===== src/cdt_pkg.sv =====
// Package of constants, types and register map for the countdown timer block
// Function
// RULE1: Countdown runs only while the run bit (control bit 1) is set.
// RULE2: Control bits 6:5 select source clock: 32, 8, 1 or 0.5 Hz.
// RULE3: Sixteen-bit count value, low byte at index 18h, high at 19h.
// RULE4: Nonzero counts are valid; a loaded count of zero stops the timer.
// RULE5: A countdown period ends when the counter reaches zero.
// RULE6: With auto-reload (control bit 2) the count reloads and restarts each period.
// RULE7: Auto-reload spends one extra source tick reloading before counting resumes.
// RULE8: First period lasts n ticks, later reloaded periods n+1 ticks.
// RULE9: With interrupt enable bit 1 set, end of count sets flag bit 1.
// RULE10: Interrupt output follows the flag; host writes zero to release it.
// RULE11: Source select and auto-reload are writable only while the timer is stopped.
// RULE12: Count registers are writable only while run and auto-reload are clear.
// RULE13: After reset timer and auto-reload are off, 32 Hz source selected.
// RULE14: Flag and interrupt output stay asserted until software writes flag zero.
// RULE15: Interrupt output is active low.
// RULE16: Without auto-reload the timer stops at zero after one period.
// RULE17: Counter decrements once per selected source tick while running and nonzero.
package cdt_pkg;
  // ----------------------------------------
  // Register indices; byte address is four times the index
  // ----------------------------------------
  localparam logic [7:0] CDT_IDX_CTRL = 8'h00;
  localparam logic [7:0] CDT_IDX_IEN = 8'h01;
  localparam logic [7:0] CDT_IDX_IFLG = 8'h02;
  localparam logic [7:0] CDT_IDX_CNTLO = 8'h18;
  localparam logic [7:0] CDT_IDX_CNTHI = 8'h19;
  localparam int CDT_ADDR_W = 10;

  // ----------------------------------------
  // Field positions and reset values
  // ----------------------------------------
  localparam int CDT_CTRL_RUN = 1;
  localparam int CDT_CTRL_ARL = 2;
  localparam int CDT_CTRL_SEL_LO = 5;
  localparam int CDT_CTRL_SEL_HI = 6;
  localparam int CDT_IRQ_BIT = 1;
  localparam logic [1:0] CDT_SEL_RESET = 2'h0;
  localparam logic [15:0] CDT_CNT_RESET = 16'h0000;

  // ----------------------------------------
  // Timing: base tick rate from the main clock
  // ----------------------------------------
  localparam int CDT_MCLK_HZ = 40000000;
  localparam int CDT_BASE_HZ = 32;
  localparam int CDT_BASE_CYCLES = CDT_MCLK_HZ / CDT_BASE_HZ;
  localparam logic [5:0] CDT_DIV_8HZ = 6'h03;
  localparam logic [5:0] CDT_DIV_1HZ = 6'h1f;
  localparam logic [5:0] CDT_DIV_HALF = 6'h3f;

  // Source clock select codes
  typedef enum logic [1:0] {
    CDT_SRC_32HZ = 2'h0,
    CDT_SRC_8HZ = 2'h1,
    CDT_SRC_1HZ = 2'h2,
    CDT_SRC_HALF = 2'h3
  } cdt_src_e;

  // Countdown states, one-hot
  typedef enum logic [2:0] {
    CDT_ST_IDLE = 3'h1,
    CDT_ST_RUN = 3'h2,
    CDT_ST_RELOAD = 3'h4
  } cdt_state_e;

  // Timer control fields
  typedef struct packed {
    cdt_src_e sel;
    logic arl;
    logic run;
  } cdt_ctrl_s;
endpackage : cdt_pkg


===== src/cdt_timer.sv =====
// Countdown timer with auto-reload, APB register slave and interrupt flag
module cdt_timer #(
  parameter int BASE_CYCLES = cdt_pkg::CDT_BASE_CYCLES
) (
  input wire logic MCLK,
  input wire logic RST_N,
  input wire logic PSEL,
  input wire logic PENABLE,
  input wire logic PWRITE,
  input wire logic [cdt_pkg::CDT_ADDR_W-1:0] PADDR,
  input wire logic [31:0] PWDATA,
  output logic [31:0] PRDATA,
  output logic PREADY,
  output logic PSLVERR,
  output logic INT_N_O,
  output logic INT_OE_N
);

  // ----------------------------------------
  // Declarations
  // ----------------------------------------
  cdt_pkg::cdt_ctrl_s ctrl_reg;
  cdt_pkg::cdt_state_e state_reg;
  logic irq_en_reg;
  logic flag_reg;
  logic [15:0] load_reg;
  logic [15:0] cnt_reg;
  logic [31:0] pre_reg;
  logic [5:0] div_reg;
  logic [31:0] prdata_reg;
  logic base_tick;
  logic src_tick;
  logic wr_acc;
  logic rd_setup;
  logic [7:0] idx;
  logic mapped;
  logic wr_ctrl;
  logic wr_ien;
  logic wr_iflg;
  logic wr_lo;
  logic wr_hi;
  logic run_start;
  logic done_pulse;
  logic flag_clear;

  // Source tick decode: picks which base ticks count for the selected rate
  function automatic logic src_pick(input cdt_pkg::cdt_src_e sel, input logic [5:0] div);
    logic hit;
    hit = 1'b0;
    case (sel)
      cdt_pkg::CDT_SRC_32HZ: hit = 1'b1;
      cdt_pkg::CDT_SRC_8HZ: hit = (div[1:0] == cdt_pkg::CDT_DIV_8HZ[1:0]);
      cdt_pkg::CDT_SRC_1HZ: hit = (div[4:0] == cdt_pkg::CDT_DIV_1HZ[4:0]);
      cdt_pkg::CDT_SRC_HALF: hit = (div == cdt_pkg::CDT_DIV_HALF);
      default: hit = 1'b0;
    endcase
    return hit;
  endfunction : src_pick

  // ----------------------------------------
  // APB decode
  // ----------------------------------------
  // Byte address is four times the register index; low two bits ignored
  assign idx = PADDR[cdt_pkg::CDT_ADDR_W-1:2];
  assign mapped = (idx == cdt_pkg::CDT_IDX_CTRL) || (idx == cdt_pkg::CDT_IDX_IEN) ||
                  (idx == cdt_pkg::CDT_IDX_IFLG) || (idx == cdt_pkg::CDT_IDX_CNTLO) ||
                  (idx == cdt_pkg::CDT_IDX_CNTHI);
  assign wr_acc = PSEL && PENABLE && PWRITE;
  assign rd_setup = PSEL && !PENABLE && !PWRITE;
  assign wr_ctrl = wr_acc && (idx == cdt_pkg::CDT_IDX_CTRL);
  assign wr_ien = wr_acc && (idx == cdt_pkg::CDT_IDX_IEN);
  assign wr_iflg = wr_acc && (idx == cdt_pkg::CDT_IDX_IFLG);
  assign wr_lo = wr_acc && (idx == cdt_pkg::CDT_IDX_CNTLO);
  assign wr_hi = wr_acc && (idx == cdt_pkg::CDT_IDX_CNTHI);
  assign PREADY = 1'b1;
  assign PSLVERR = PSEL && PENABLE && !mapped;
  assign PRDATA = prdata_reg;

  // Read data captured in the setup cycle so it comes from a flop
  always_ff @(posedge MCLK or negedge RST_N) begin
    if (!RST_N) begin
      prdata_reg <= 32'h0000_0000;
    end else if (rd_setup) begin
      prdata_reg <= 32'h0000_0000;
      case (idx)
        cdt_pkg::CDT_IDX_CTRL: begin
          prdata_reg[cdt_pkg::CDT_CTRL_SEL_HI:cdt_pkg::CDT_CTRL_SEL_LO] <= ctrl_reg.sel;
          prdata_reg[cdt_pkg::CDT_CTRL_ARL] <= ctrl_reg.arl;
          prdata_reg[cdt_pkg::CDT_CTRL_RUN] <= ctrl_reg.run;
        end
        cdt_pkg::CDT_IDX_IEN: prdata_reg[cdt_pkg::CDT_IRQ_BIT] <= irq_en_reg;
        cdt_pkg::CDT_IDX_IFLG: prdata_reg[cdt_pkg::CDT_IRQ_BIT] <= flag_reg;
        cdt_pkg::CDT_IDX_CNTLO: prdata_reg[7:0] <= load_reg[7:0];
        cdt_pkg::CDT_IDX_CNTHI: prdata_reg[7:0] <= load_reg[15:8];
        default: prdata_reg <= 32'h0000_0000;
      endcase
    end
  end

  // ----------------------------------------
  // Control registers
  // ----------------------------------------
  // Run bit always writable; select and reload only while stopped
  always_ff @(posedge MCLK or negedge RST_N) begin
    if (!RST_N) begin
      ctrl_reg.run <= 1'b0; // RULE13
      ctrl_reg.arl <= 1'b0; // RULE13
      ctrl_reg.sel <= cdt_pkg::cdt_src_e'(cdt_pkg::CDT_SEL_RESET); // RULE13
    end else if (wr_ctrl) begin
      ctrl_reg.run <= PWDATA[cdt_pkg::CDT_CTRL_RUN]; // RULE1
      if (!ctrl_reg.run) begin // RULE11
        ctrl_reg.arl <= PWDATA[cdt_pkg::CDT_CTRL_ARL]; // RULE6
        ctrl_reg.sel <= cdt_pkg::cdt_src_e'(PWDATA[cdt_pkg::CDT_CTRL_SEL_HI:cdt_pkg::CDT_CTRL_SEL_LO]); // RULE2
      end
    end
  end

  // Interrupt enable register
  always_ff @(posedge MCLK or negedge RST_N) begin
    if (!RST_N) begin
      irq_en_reg <= 1'b0;
    end else if (wr_ien) begin
      irq_en_reg <= PWDATA[cdt_pkg::CDT_IRQ_BIT];
    end
  end

  // Count value bytes, locked while running or in reload mode
  always_ff @(posedge MCLK or negedge RST_N) begin
    if (!RST_N) begin
      load_reg <= cdt_pkg::CDT_CNT_RESET;
    end else if (!ctrl_reg.run && !ctrl_reg.arl) begin // RULE12
      if (wr_lo) begin
        load_reg[7:0] <= PWDATA[7:0]; // RULE3
      end
      if (wr_hi) begin
        load_reg[15:8] <= PWDATA[7:0]; // RULE3
      end
    end
  end

  // ----------------------------------------
  // Source clock generation
  // ----------------------------------------
  assign base_tick = (pre_reg == 32'(BASE_CYCLES - 1));
  assign src_tick = base_tick && src_pick(ctrl_reg.sel, div_reg); // RULE2

  // Free-running prescaler to the 32 Hz base and a divider for slower rates
  always_ff @(posedge MCLK or negedge RST_N) begin
    if (!RST_N) begin
      pre_reg <= 32'h0000_0000;
      div_reg <= 6'h00;
    end else if (base_tick) begin
      pre_reg <= 32'h0000_0000;
      div_reg <= div_reg + 6'h01;
    end else begin
      pre_reg <= pre_reg + 32'h0000_0001;
    end
  end

  // ----------------------------------------
  // Countdown state machine
  // ----------------------------------------
  assign run_start = wr_ctrl && !ctrl_reg.run && PWDATA[cdt_pkg::CDT_CTRL_RUN];
  assign done_pulse = (state_reg == cdt_pkg::CDT_ST_RUN) && src_tick && (cnt_reg == 16'h0001); // RULE5

  // Load on start, count on ticks, reload one tick after zero in auto mode
  always_ff @(posedge MCLK or negedge RST_N) begin
    if (!RST_N) begin
      state_reg <= cdt_pkg::CDT_ST_IDLE;
      cnt_reg <= cdt_pkg::CDT_CNT_RESET;
    end else if (wr_ctrl && !PWDATA[cdt_pkg::CDT_CTRL_RUN]) begin
      state_reg <= cdt_pkg::CDT_ST_IDLE; // RULE1
    end else if (run_start) begin
      cnt_reg <= load_reg;
      if (load_reg == 16'h0000) begin
        state_reg <= cdt_pkg::CDT_ST_IDLE; // RULE4
      end else begin
        state_reg <= cdt_pkg::CDT_ST_RUN;
      end
    end else begin
      case (state_reg)
        cdt_pkg::CDT_ST_IDLE: state_reg <= cdt_pkg::CDT_ST_IDLE;
        cdt_pkg::CDT_ST_RUN: begin
          if (src_tick) begin
            cnt_reg <= cnt_reg - 16'h0001; // RULE17
            if (cnt_reg == 16'h0001) begin
              if (ctrl_reg.arl) begin
                state_reg <= cdt_pkg::CDT_ST_RELOAD; // RULE6
              end else begin
                state_reg <= cdt_pkg::CDT_ST_IDLE; // RULE16
              end
            end
          end
        end
        cdt_pkg::CDT_ST_RELOAD: begin
          if (src_tick) begin
            cnt_reg <= load_reg; // RULE7 RULE8
            state_reg <= cdt_pkg::CDT_ST_RUN;
          end
        end
        default: state_reg <= cdt_pkg::CDT_ST_IDLE;
      endcase
    end
  end

  // ----------------------------------------
  // Timer flag and interrupt pin
  // ----------------------------------------
  assign flag_clear = wr_iflg && !PWDATA[cdt_pkg::CDT_IRQ_BIT];

  // Sticky flag: an end of count in the clearing cycle wins
  always_ff @(posedge MCLK or negedge RST_N) begin
    if (!RST_N) begin
      flag_reg <= 1'b0;
    end else if (done_pulse && irq_en_reg) begin
      flag_reg <= 1'b1; // RULE9
    end else if (flag_clear) begin
      flag_reg <= 1'b0; // RULE10 RULE14
    end
  end

  // Open-drain pin: drives low while the flag is set
  always_ff @(posedge MCLK or negedge RST_N) begin
    if (!RST_N) begin
      INT_OE_N <= 1'b1;
    end else begin
      INT_OE_N <= !((done_pulse && irq_en_reg) || (flag_reg && !flag_clear)); // RULE10 RULE15
    end
  end
  assign INT_N_O = 1'b0; // RULE15

  // ----------------------------------------
  // Assertions
  // ----------------------------------------
  flag_set_a: assert property (@(posedge MCLK) disable iff (!RST_N) // RULE9
    (done_pulse && irq_en_reg) |=> flag_reg && !INT_OE_N)
    else $error("Flag not set at end of count");

  flag_hold_a: assert property (@(posedge MCLK) disable iff (!RST_N) // RULE14
    (flag_reg && !flag_clear) |=> flag_reg)
    else $error("Flag dropped without a clearing write");

  pin_follow_a: assert property (@(posedge MCLK) disable iff (!RST_N) // RULE10
    INT_OE_N == !flag_reg)
    else $error("Interrupt pin does not follow flag");

  no_flag_a: assert property (@(posedge MCLK) disable iff (!RST_N) // RULE9
    (!irq_en_reg && !flag_reg) |=> !flag_reg)
    else $error("Flag set with interrupt disabled");

  sel_lock_a: assert property (@(posedge MCLK) disable iff (!RST_N) // RULE11
    (wr_ctrl && ctrl_reg.run) |=> $stable(ctrl_reg.sel) && $stable(ctrl_reg.arl))
    else $error("Select or reload changed while running");

  cnt_lock_a: assert property (@(posedge MCLK) disable iff (!RST_N) // RULE12
    (ctrl_reg.run || ctrl_reg.arl) |=> $stable(load_reg))
    else $error("Count value changed while locked");

  count_dec_a: assert property (@(posedge MCLK) disable iff (!RST_N) // RULE17
    (state_reg == cdt_pkg::CDT_ST_RUN && src_tick && !wr_ctrl) |=> cnt_reg == $past(cnt_reg) - 16'h0001)
    else $error("Counter did not decrement on tick");

  one_shot_a: assert property (@(posedge MCLK) disable iff (!RST_N) // RULE16
    (done_pulse && !ctrl_reg.arl && !wr_ctrl) |=> state_reg == cdt_pkg::CDT_ST_IDLE && cnt_reg == 16'h0000)
    else $error("Timer did not stop at zero");

  reload_a: assert property (@(posedge MCLK) disable iff (!RST_N) // RULE7
    (state_reg == cdt_pkg::CDT_ST_RELOAD && src_tick && !wr_ctrl) |=>
      state_reg == cdt_pkg::CDT_ST_RUN && cnt_reg == load_reg)
    else $error("Reload tick did not restore the count");

  stop_a: assert property (@(posedge MCLK) disable iff (!RST_N) // RULE1
    !ctrl_reg.run |-> state_reg == cdt_pkg::CDT_ST_IDLE)
    else $error("Counting while run bit clear");

  zero_load_a: assert property (@(posedge MCLK) disable iff (!RST_N) // RULE4
    (run_start && load_reg == 16'h0000) |=> state_reg == cdt_pkg::CDT_ST_IDLE)
    else $error("Zero count started the timer");

  start_load_a: assert property (@(posedge MCLK) disable iff (!RST_N) // RULE3
    (run_start && load_reg != 16'h0000) |=>
      state_reg == cdt_pkg::CDT_ST_RUN && cnt_reg == $past(load_reg))
    else $error("Start did not load the count value");

  tick_hold_a: assert property (@(posedge MCLK) disable iff (!RST_N) // RULE17
    (state_reg == cdt_pkg::CDT_ST_RUN && !src_tick && !wr_ctrl) |=> $stable(cnt_reg))
    else $error("Counter moved without a source tick");

  reload_wait_a: assert property (@(posedge MCLK) disable iff (!RST_N) // RULE7
    (state_reg == cdt_pkg::CDT_ST_RELOAD && !src_tick && !wr_ctrl) |=>
      state_reg == cdt_pkg::CDT_ST_RELOAD)
    else $error("Reload finished before its source tick");

  done_reload_a: assert property (@(posedge MCLK) disable iff (!RST_N) // RULE6
    (done_pulse && ctrl_reg.arl && !wr_ctrl) |=>
      state_reg == cdt_pkg::CDT_ST_RELOAD && cnt_reg == 16'h0000)
    else $error("Auto-reload did not enter the reload tick");

  flag_clr_a: assert property (@(posedge MCLK) disable iff (!RST_N) // RULE10
    (flag_clear && !(done_pulse && irq_en_reg)) |=> !flag_reg && INT_OE_N)
    else $error("Clearing write did not release the interrupt");

  idle_hold_a: assert property (@(posedge MCLK) disable iff (!RST_N) // RULE16
    (state_reg == cdt_pkg::CDT_ST_IDLE && !run_start) |=> state_reg == cdt_pkg::CDT_ST_IDLE)
    else $error("Timer left idle without a start");

endmodule : cdt_timer


===== config.mk =====
export PLATFORM = sky130hd
export DESIGN_NAME = cdt_timer
export DESIGN_NICKNAME = d
export VERILOG_FILES = /design/src/cdt_pkg.sv /design/src/cdt_timer.sv
export SDC_FILE = /design/constraint.sdc
export NUM_CORES = 1
export LEC_CHECK = 0
export ABC_AREA = 1
export ABC_CLOCK_PERIOD_IN_PS = 1600
export BUFFER_PORTS_ARGS = -buffer_cell sky130_fd_sc_hd__buf_4
export CAP_MARGIN = 20
export CORE_UTILIZATION = 52
export DETAILED_ROUTE_END_ITERATION = 10
export PLACE_DENSITY_LB_ADDON = 0.12
export SYNTH_ARGS = -nofsm -noshare
export SYNTH_HDL_FRONTEND = slang
export SYNTH_SLANG_ARGS = --single-unit

===== constraint.sdc =====
create_clock -name MCLK -period 1.6 [get_ports MCLK]
set_input_delay 0.08 -clock MCLK [delete_from_list [all_inputs] [get_ports MCLK]]
set_output_delay 0.08 -clock MCLK [all_outputs]
set_load 0.005 [all_outputs]

==> results.md, run 1 <==
- Outcome: finished with violations
- Violated checks: setup timing
- # rows: 37
- CP bufs+invs: 2
- Max-slew violations: 0
- Worst Path Max Fanout: 4
- Reg2Reg Launch Point: div_reg[1]
- Clock Sinks: 88
- CP Launch Type: flip-flop
- # diodes: 0
- Peak supply drop: 0.000578 V
- Number of port buffers: 30
- Minimum clock period: 1.78 ns
- Hold depth: 3
- Clk buf depth: 2
- Final setup fails: 23
- CTS tree: yes
- Reg area: 2200 um^2
- Clock latency on the worst-skew pair: 0.37 ns
- Yosys reg bits: 88
- WL met2: 6630 um
- WS Path Type: reg2reg
- Worst Hold Path EP: load_reg[2]
- Avg Inst Size Synth: 7.15 um^2
- CTS HTree Levels: 3
- Vias in the first global route: 5003
- Number of synthesized flops with an enable pin: 0
- GRT Util Overall: 26.9%
- Multi-input logic area: 3130 um^2
- Drt total wl: 14700 um
- Final std cells w/o fill: 1043
- Hold Crit Class: in2reg
- DR DRC count: 0
- Starting Density: 53.3%
- Final nets: 954
- Global placement routability congestion: 0.930
- Req. time, crit path: 1.86 ns
- Max-cap viol count: 0
- # IOs: 83
- Full die area: 11000 um^2
- Number of buffers created by CTS: 9
- Final setup skew: 0.00835 ns
- DPL Wire Length: 10400 um
- Reg2reg end: cnt_reg[5]
- Unrepaired setup endpoints after global routing: yes
- Vias/cell: 5.09
- R2R Setup Slk: -0.18 ns
- Layout fillers: 881
- Met1 Wirelength: 7010 um
- Sequential share of the synthesized area: 40.2%
- Critical path cell sequence: ha_2 -> nand2_2 -> nor2_1 -> ha_1 -> inv_1 -> nor2_2 -> nor2_1 -> nand2_2 -> nand3_4 -> buf_12 -> nand2_4 -> nand3_2 -> nand2_1
- Share of layout cells above drive strength 1: 27.1%
- Worst EP arrival: 2.04 ns
- Static Leakage: 3.78 nW
- Reg2Reg Depth: 13
- Top cell family by delay on the critical path: simple AND/OR/NAND/NOR gates
- Commonest non-fill, non-tap cells in the layout: nand2_1 (218), buf_4 (114), inv_1 (90), dfrtp_1 (86), nor2_1 (77)
- Initial antenna violation count: 0
- Most used DFF post-synth: dfrtp_1
- Max reg flops: 32
- Synth cell types: 37
- Start point of the critical path: div_reg[1]
- Post-route clock period utilization: 111%
- FFs w/ async S/R, synth: 100%
- Die Wd: 105 um
- Placed Cells incl. Taps: 1002
- Synthesized area: 5480 um^2
- Power Dens Cells: 591 nW/um^2
- GRT overflow: 0
- Worst hold start: PWDATA[2]
- Final WS setup: -0.181 ns
- Crit end category: flip-flop
- Pwr Total: 4.23 mW
- Met3 wire length: 774 um
- Drt pass-1 iters: 5
- Most common cell after layout, fill and taps aside: nand2_1
- Worst-path clk slew: 0.09 ns
- Slowest stage delay, CP: 0.40 ns
- Final-report hold violation count: 0
- Max Clk Rate: 562 MHz
- Slowest cell on crit path: dfrtp_1
- Largest net degree at the start of global routing: 36
- Mapped Cells: 767
- Die Span Y: 105 um
- Area Overhead vs Synth: 30.4%
- Root buf cell: clkbuf_8
- Yosys warning total: 0
- First-pass GRT wire length: 23400 um
- Max layer used: met4
- Core Area: 10300 um^2
- Starting DRT DRC Count: 382
- ANT nets after route: 0
- Vias: 5306
- Post-DR wirelength/cell: 14.1 um
-- area by class of cell --
type / instances / area share, %
Timing Repair Buffer: 131 / 14.9
Tap cell: 136 / 2.38
Inverter: 99 / 5.27
Clock inverter: 5 / 0.788
Clock buffer: 11 / 1.98
Multi-Input combinational cell: 573 / 43.8
Sequential cell: 88 / 30.8
-- cell usage after synthesis (all sizes together), types with 2 or more instances --
library cell / count / area [um^2]
nor2: 101 / 420
nand4: 14 / 87.6
nand2: 248 / 983
a31oi: 4 / 25.0
inv: 98 / 368
nand3b: 5 / 37.5
nor3: 23 / 141
a21oi: 15 / 75.1
nand3: 55 / 298
dfstp: 2 / 52.6
o22ai: 6 / 37.5
o21ai: 34 / 170
xor2: 26 / 228
buf: 35 / 272
dfrtp: 86 / 2150
xnor2: 3 / 26.3
conb: 2 / 7.51
ha: 5 / 62.6
-- how the worst max path moves through the flow --
stage                             end  depth (start not counted)  slack, ns
after floorplan           cnt_reg[10]                         13      -0.07
after global placement    cnt_reg[14]                         13      -0.21
after detailed placement  cnt_reg[14]                         13      -0.28
after CTS                 cnt_reg[11]                         13      -0.18
after global routing       cnt_reg[2]                         13      -0.29
final                      cnt_reg[5]                         13      -0.18
-- tightest hold or removal path, stage by stage --
cell	delay (ns)
buf_4	0.08
inv_1	0.05
o21ai_0	0.14
-- metrics by stage --
step | util (%) | setup TNS, ns | worst slack, ns | hold WS, ns | area, um^2
final | 69.6 | -2.77 | -0.181 | 0.0165 | 7150
after global routing | 69.6 | -6.23 | -0.287 | 0.0245 | 7150
after CTS | 64.9 | -2.61 | -0.176 | 0.00822 | 6670
after detailed placement | 61.5 | -3.83 | -0.284 | 0.0194 | 6320
after global placement | 61.5 | -3.00 | -0.212 | 0.0176 | 6320
after floorplan | - | -0.872 | -0.0698 | -0.216 | 5570
-- metal layers --
layer / vias to the layer above / GRT usage (%)
li1: 2629 / -
met1: 2489 / 39.2
met2: 165 / 40.5
met3: 23 / 3.93
met4: 0 / 9.96
met5: - / 0
-- power breakdown --
part	switching [mW]	internal (mW)	total [mW]	leakage, nW
Clock	0.834	0.763	1.60	0.0993
Sequential	0.0225	2.25	2.27	1.18
Combinational	0.221	0.141	0.361	2.50
Total	1.08	3.15	4.23	3.78
-- logic make-up (layout without fill, tap and decap cells) --
| logic type | count (synthesis) | after routing | synth area share (%) |
|---|---|---|---|
| AOI/OAI and AO/OA | 61 | 61 | 5.94 |
| xor gates and xnor gates | 29 | 29 | 4.63 |
| adders and majority gates | 5 | 5 | 1.14 |
| buffers and inverters | 134 | 246 | 11.8 |
| DFF | 88 | 88 | 40.2 |
| other | 2 | 26 | 0.137 |
| and+or+nand+nor | 448 | 452 | 36.2 |
-- what timing repair did --
item                                    CTS  global route
resized for setup                         9            95
hold buffers                              5             0
gates cloned                              4             0
pin swaps                                 6            39
setup buffers                             1            15
endpoints found under the setup margin   18            51
hold endpoints to repair                 93             0
(Power assumes the default switching activity.)
==> inputs of run 2 (changes only) <==
--- a/config.mk
+++ b/config.mk
@@ -15,3 +15,4 @@
 export SYNTH_ARGS = -nofsm -noshare
 export SYNTH_HDL_FRONTEND = slang
 export SYNTH_SLANG_ARGS = --single-unit
+export TNS_END_PERCENT = 30
==> constraint.sdc (replaced) <==
create_clock -name MCLK -period 1.6 [get_ports MCLK]
set_input_delay 0.16 -clock MCLK [delete_from_list [all_inputs] [get_ports MCLK]]
set_output_delay 0.16 -clock MCLK [all_outputs]
set_load 0.005 [all_outputs]
==> results.md, run 2 (synthesis results as in run 1) <==
- Outcome: finished with violations
- Violated checks: setup timing
- Final hold slack: 0.0606 ns (+0.0441 ns)
- Reg2reg end: cnt_reg[11]
- Worst setup endpoint: cnt_reg[11]
- # diodes: 0 (unchanged)
- Max reg flops: 32 (unchanged)
- Die Span Y: 105 um (unchanged)
- # rows: 37 (unchanged)
- Final WS setup: -0.208 ns (-0.0276 ns)
- Starting DRT DRC Count: 347 (-9.2%)
- Static Leakage: 3.59 nW (-5.1%)
- Vias: 5301 (-0.094%)
- Worst-path clk slew: 0.09 ns (about the same)
- GRT Util Overall: 26.3% (-0.60 points)
- Sw Pwr: 1.06 mW (-1.8%)
- Switching Share: 23.2% (-2.3 points)
- Most common cell after layout, fill and taps aside: nand2_1
- Die Wd: 105 um (unchanged)
- Peak supply drop: 0.000551 V (-4.5%)
- Initial antenna violation count: 0 (unchanged)
- Clk network pwr share: 42.7% (+4.9 points)
- ANT nets after route: 0 (unchanged)
- Final setup fails: 29 (+26%)
- # IOs: 83 (unchanged)
- R2R Setup Slk: -0.21 ns (-0.03 ns)
- Area Overhead vs Synth: 23.7%
- DR DRC count: 0 (unchanged)
- Post-route clock period utilization: 113% (+1.7 points)
- Largest net degree at the start of global routing: 32 (-11%)
- Worst EP arrival: 2.12 ns (+0.08 ns)
- Start point of the critical path: div_reg[1]
- Clock latency on the worst-skew pair: 0.37 ns (about the same)
- Post-DR wirelength/cell: 13.7 um (-2.4%)
- Placed Cells incl. Taps: 994 (-0.80%)
- Max Clk Rate: 553 MHz (-1.5%)
- Root buf cell: clkbuf_8
- Number of port buffers: 30 (unchanged)
- Hold Crit Class: in2reg
- Drt pass-1 iters: 7 (+2)
- Vias/cell: 5.21 (+2.5%)
- Commonest non-fill, non-tap cells in the layout: nand2_1 (228), buf_4 (102), inv_1 (91), dfrtp_1 (85), nor2_1 (85)
- Share of layout cells above drive strength 1: 22.1% (-5.0 points)
- Combinational power share: 7.5% (-1.0 points)
- CTS HTree Levels: 3 (unchanged)
- Clk buf depth: 2 (unchanged)
- WS Path Type: reg2reg
- Final setup skew: 0.00876 ns (+0.000404 ns)
- Global placement routability congestion: 0.926 (-0.45%)
- Final-report hold violation count: 0 (unchanged)
- GRT overflow: 0 (unchanged)
- Sequential share of power: 49.8% (-3.9 points)
- Layout fillers: 875 (-0.68%)
- Number of buffers created by CTS: 9 (unchanged)
- Crit end category: flip-flop
- P_int: 3.50 mW (+11%)
- Drt total wl: 14000 um (-4.8%)
- First-pass GRT wire length: 22700 um (-2.9%)
- Clock Sinks: 88 (unchanged)
- CP Launch Type: flip-flop
- Max-cap viol count: 0 (unchanged)
- Max-slew violations: 0 (unchanged)
- Unrepaired setup endpoints after global routing: yes
- CTS tree: yes
- Worst Path Max Fanout: 7 (+3)
- Vias in the first global route: 4784 (-4.4%)
- Req. time, crit path: 1.91 ns (+0.05 ns)
- Power Dens Cells: 673 nW/um^2 (+14%)
- Reg2Reg Launch Point: div_reg[1]
- Dpl ws: -0.208 ns (+0.0754 ns)
- Minimum clock period: 1.81 ns (+0.0276 ns)
- Full die area: 11000 um^2 (unchanged)
- Core Area: 10300 um^2 (unchanged)
- Final nets: 928 (-2.7%)
- Final std cells w/o fill: 1017 (-2.5%)
- Starting Density: 53.3% (unchanged)
- Reg2Reg Depth: 13 (unchanged)
- DPL Wire Length: 10300 um (-0.94%)
[run 2: how the worst min path moves through the flow]
| stage | from | end | slack, ns | cells after the start |
|---|---|---|---|---|
| floorplan | RST_N | PRDATA[0] | -0.14 | 0 |
| global placement | RST_N | pre_reg[31] | 0.11 | 1 |
| detailed placement | RST_N | pre_reg[15] | 0.12 | 1 |
| CTS | PWDATA[3] | load_reg[3] | 0.05 | 3 |
| global route | PWDATA[3] | load_reg[3] | 0.05 | 3 |
| finish | PWDATA[3] | load_reg[3] | 0.06 | 3 |
[run 2: routing by layer]
| layer | global-route usage [%] | vias up | routed length, um |
|---|---|---|---|
| met4 | 8.15 | 0 | 245 |
| met2 | 39.2 | 196 | 6270 |
| li1 | - | 2580 | - |
| met5 | 0 | - | 0 |
| met3 | 5.24 | 25 | 965 |
| met1 | 38.5 | 2500 | 6500 |
[run 2: power by group through the flow]
stage	sequential, mW	combinational, mW	clock, mW
after floorplan	2.31	0.219	0
after global placement	2.31	0.322	0
after detailed placement	2.31	0.332	0
after CTS	2.27	0.336	1.98
after global routing	2.27	0.396	2.08
final	2.27	0.343	1.95
[run 2: critical path, cell delays in order (launching register included)]
cell	delay (ns)
dfrtp_1	0.36
ha_2	0.19
nand2_2	0.06
nor2_2	0.11
ha_2	0.17
inv_2	0.04
nor2_4	0.09
nor2_2	0.05
nand2_2	0.10
nand3_4	0.10
nand2_8	0.15
clkbuf_16	0.17
nand3_1	0.08
nand2_1	0.08
[run 2: per-stage QoR]
| step | utilization, % | power (mW) | area, um^2 | TNS [ns] |
|---|---|---|---|---|
| final | 65.9 | 4.56 | 6780 | -2.79 |
| after global routing | 65.9 | 4.75 | 6780 | -6.89 |
| after CTS | 64.0 | 4.58 | 6580 | -1.82 |
| after detailed placement | 61.0 | 2.64 | 6270 | -2.97 |
| after global placement | 61.0 | 2.63 | 6270 | -1.98 |
| after floorplan | - | 2.53 | 5570 | -0.872 |
[run 2: timing repair]
action	4_1_cts	5_1_grt
cloned	0	3
gates resized for setup	9	37
endpoints found under the setup margin	26	57
pin swaps	5	18
setup buffers	1	2
hold buffers	1	0
endpoints found under the hold margin	27	0
[run 2: layout make-up]
type / instances / area (um^2) / area share [%]
repair buffers: 107 / 861 / 12.7
multi-input cells: 571 / 2910 / 43.0
clock buffers: 11 / 151 / 2.23
inverters: 99 / 373 / 5.50
well taps: 136 / 170 / 2.51
clock inverters: 5 / 103 / 1.51
flip-flops and latches: 88 / 2210 / 32.6
==> inputs of run 3 (changes only) <==
--- a/config.mk
+++ b/config.mk
@@ -5,11 +5,10 @@
 export SDC_FILE = /design/constraint.sdc
 export NUM_CORES = 1
 export LEC_CHECK = 0
-export ABC_AREA = 1
 export ABC_CLOCK_PERIOD_IN_PS = 1600
 export BUFFER_PORTS_ARGS = -buffer_cell sky130_fd_sc_hd__buf_4
 export CAP_MARGIN = 20
-export CORE_UTILIZATION = 52
+export CORE_UTILIZATION = 51
 export DETAILED_ROUTE_END_ITERATION = 10
 export PLACE_DENSITY_LB_ADDON = 0.12
 export SYNTH_ARGS = -nofsm -noshare
==> results.md, run 3 <==
- Die Span Y: 101 um (-3.3%)
- Start point of the critical path: div_reg[0]
- Setup TNS: -15.34 ns (-12.55 ns)
- Final-report hold violation count: 0 (unchanged)
- FFs w/ async S/R, synth: 100% (unchanged)
- CTS HTree Levels: 3 (unchanged)
- Synth cell types: 62 (+68%)
- Post-DR wirelength/cell: 16.7 um (+21%)
- # IOs: 83 (unchanged)
- Synthesized area: 5020 um^2 (-8.4%)
- Share of Yosys cell area claimed by the top area cell type: 42.9% (+3.6 points)
- Placed Cells incl. Taps: 778 (-22%)
- Peak supply drop: 0.000451 V (-18%)
- R2R Setup Slk: -0.54 ns (-0.33 ns)
- Die Wd: 101 um (-3.3%)
- Yosys reg bits: 88 (unchanged)
- Max-slew violations: 0 (unchanged)
- Yosys warning total: 0 (unchanged)
- CTS tree: yes
- Drt pass-1 iters: 5 (-2)
- Initial antenna violation count: 0 (unchanged)
- Routing usage on met2: 49.9% (+11 points)
- Starting DRT DRC Count: 285 (-18%)
- GRT overflow: 0 (unchanged)
- Full die area: 10200 um^2 (-6.5%)
- # rows: 35 (-5.4%)
- Crit end category: flip-flop
- Clock Sinks: 88 (unchanged)
- Worst EP arrival: 2.39 ns (+0.27 ns)
- Unrepaired setup endpoints after global routing: yes
- Largest family of logic cells by synthesized area: simple AND/OR/NAND/NOR gates
- Core Area: 9370 um^2 (-8.8%)
- Number of buffers created by CTS: 9 (unchanged)
- Number of port buffers: 30 (unchanged)
- CP Launch Type: flip-flop
- Max reg flops: 32 (unchanged)
- Adder-Cell Fraction of Synth Area: 1.25% (+0.10 points)
- Root buf cell: clkbuf_8
- First-pass GRT wire length: 22300 um (-2.1%)
- Final nets: 720 (-22%)
- Worst Path Max Fanout: 5 (-2)
- Post-route clock period utilization: 134% (+21 points)
- Final std cells w/o fill: 802 (-21%)
- Most instantiated cells after synthesis: dfrtp_1 (86), nand2_1 (54), nand3_1 (36), buf_4 (27), nor2_1 (27)
- Most common cell in the synthesized netlist: dfrtp_1
- Max-cap viol count: 0 (unchanged)
- Commonest non-fill, non-tap cells in the layout: buf_4 (148), dfrtp_1 (86), nand2_1 (52), nand3_1 (34)
- Final WS setup: -0.538 ns (-0.330 ns)
- Met3 Use GR: 4.49% (-0.75 points)
- Power Dens Cells: 747 nW/um^2 (+11%)
- Starting Density: 53.6% (+0.25 points)
- Grt met1 use: 36.7% (-1.8 points)
- Worst hold start: PWDATA[5]
- GRT Util Overall: 28.5% (+2.2 points)
- Pwr Total: 5.02 mW (+10%)
- Global placement routability congestion: 0.891 (-3.7%)
- Most used DFF post-synth: dfrtp_1
- Vias: 4432 (-16%)
- Number of synthesized flops with an enable pin: 0 (unchanged)
- Sequential share of the synthesized area: 43.9% (+3.7 points)
- Static Leakage: 3.30 nW (-8.0%)
- Reg2Reg Launch Point: div_reg[0]
- Most common cell after layout, fill and taps aside: buf_4
- Share of layout cells above drive strength 1: 36.0% (+14 points)
- Outcome: finished with violations
- Gr busiest metal: met2
- Post-synthesis mux area share: 8.10% (+8.1 points)
- Drt total wl: 13400 um (-4.4%)
- WS Path Type: reg2reg
- DR DRC count: 0 (unchanged)
- Clk buf depth: 2 (unchanged)
- Max Clk Rate: 468 MHz (-15%)
- Req. time, crit path: 1.85 ns (-0.06 ns)
- Worst-path clk slew: 0.10 ns (about the same)
- Area Overhead vs Synth: 33.7%
- Vias in the first global route: 4561 (-4.7%)
- ANT nets after route: 0 (unchanged)
- Hold Crit Class: in2reg
- Synth Area in Compound Gates: 10.3% (+4.4 points)
- Vias/cell: 5.53 (+6.0%)
- Synth Area in XOR/XNOR: 6.28% (+1.6 points)
- Violated checks: setup timing
- # diodes: 0 (unchanged)
- Avg Inst Size Synth: 9.79 um^2 (+37%)
- Minimum clock period: 2.14 ns (+0.330 ns)
- Area leader, netlist: dfrtp_1
- Final setup skew: 0.0155 ns (+0.00670 ns)
- Largest net degree at the start of global routing: 39 (+22%)
- Final setup fails: 52 (+79%)
- Final hold slack: 0.0219 ns (-0.0388 ns)
- DPL Wire Length: 9820 um (-4.9%)
- Mapped Cells: 513 (-33%)
- Synth top area cells: dfrtp_1 (43%), buf_4 (4.0%), nand2_1 (4.0%), xnor2_1 (3.7%), nand3_1 (3.6%)
- Final Util: 71.7% (+5.7 points)
- Simple-gate share of the synthesized area: 22.8% (-13 points)
- Clock latency on the worst-skew pair: 0.36 ns (about the same)
[run 3: changes by cell type in the layout (fill, tap and decap cells not counted), sizes merged, moves of 15 or more]
| cell | change |
|---|---|
| nand3 | -19 |
| buf | +60 |
| o21ai | -22 |
| o211ai | +15 |
| inv | -76 |
| mux2 | +21 |
| nand2 | -196 |
| xnor2 | +18 |
| nor2 | -74 |
[run 3: final timing paths]
path / end / cells past startpoint
max in group asynchronous: load_reg[12] / 3
min reg2reg: PRDATA[4] / 2
max reg2reg: cnt_reg[1] / 9
min: ctrl_reg[2] / 3
min in group asynchronous: PRDATA[1] / 2
max: cnt_reg[1] / 9
[run 3: metrics by stage]
step / instance area [um^2] / setup WS [ns]
final: 6720 / -0.538
after global placement: 6260 / -0.425
after detailed placement: 6260 / -0.485
after global routing: 6720 / -0.613
after CTS: 6600 / -0.488
after floorplan: 5160 / -0.311
[run 3: timing repair]
action	in CTS	in global routing
resized for setup	31	21
pin swaps	27	19
hold endpoints to repair	23	0
buffers inserted	3	3
gates cloned	2	0
hold buffers	1	0
setup endpoints to repair	71	61
[run 3: layout make-up]
type	count	area, um^2
clock buffers	10	128
fillers	735	2660
well taps	129	161
flip-flops and latches	88	2200
multi-input cells	383	2740
repair buffers	166	1350
clock inverters	6	51.3
inverters	20	75.1
[run 3: cells by family (layout without fill, tap and decap cells)]
group | count (synthesis) | in the layout
compound gates | 75 | 75
xor+xnor | 36 | 36
fa+ha+maj | 5 | 5
buf+inv | 66 | 202
flops | 88 | 88
mux | 35 | 35
other cells | 2 | 26
simple gates | 206 | 206
[run 3: worst max-delay path, stage by stage, from the launching register on]
cell and delay [ns]:
dfrtp_1 0.37, ha_2 0.18, and3_4 0.20, ha_4 0.14, nand2b_4 0.05, a22o_1 0.19, a211oi_2 0.25, buf_4 0.20
o21a_4 0.16, mux2_4 0.29
[run 3: where the power goes]
part           leakage, nW  internal (mW)  switching (mW)  total (mW)
Combinational         2.06          0.484           0.492       0.976
Clock               0.0875          0.585           0.850        1.43
Sequential            1.15           2.42           0.187        2.61
Total                 3.30           3.49            1.53        5.02
[run 3: routing by layer]
layer	share of wire, %	wire (um)	vias to the layer above
li1	-	-	2125
met1	43	5770	2186
met2	51	6850	101
met3	4.2	567	20
met4	1.3	176	0
met5	0	0	-
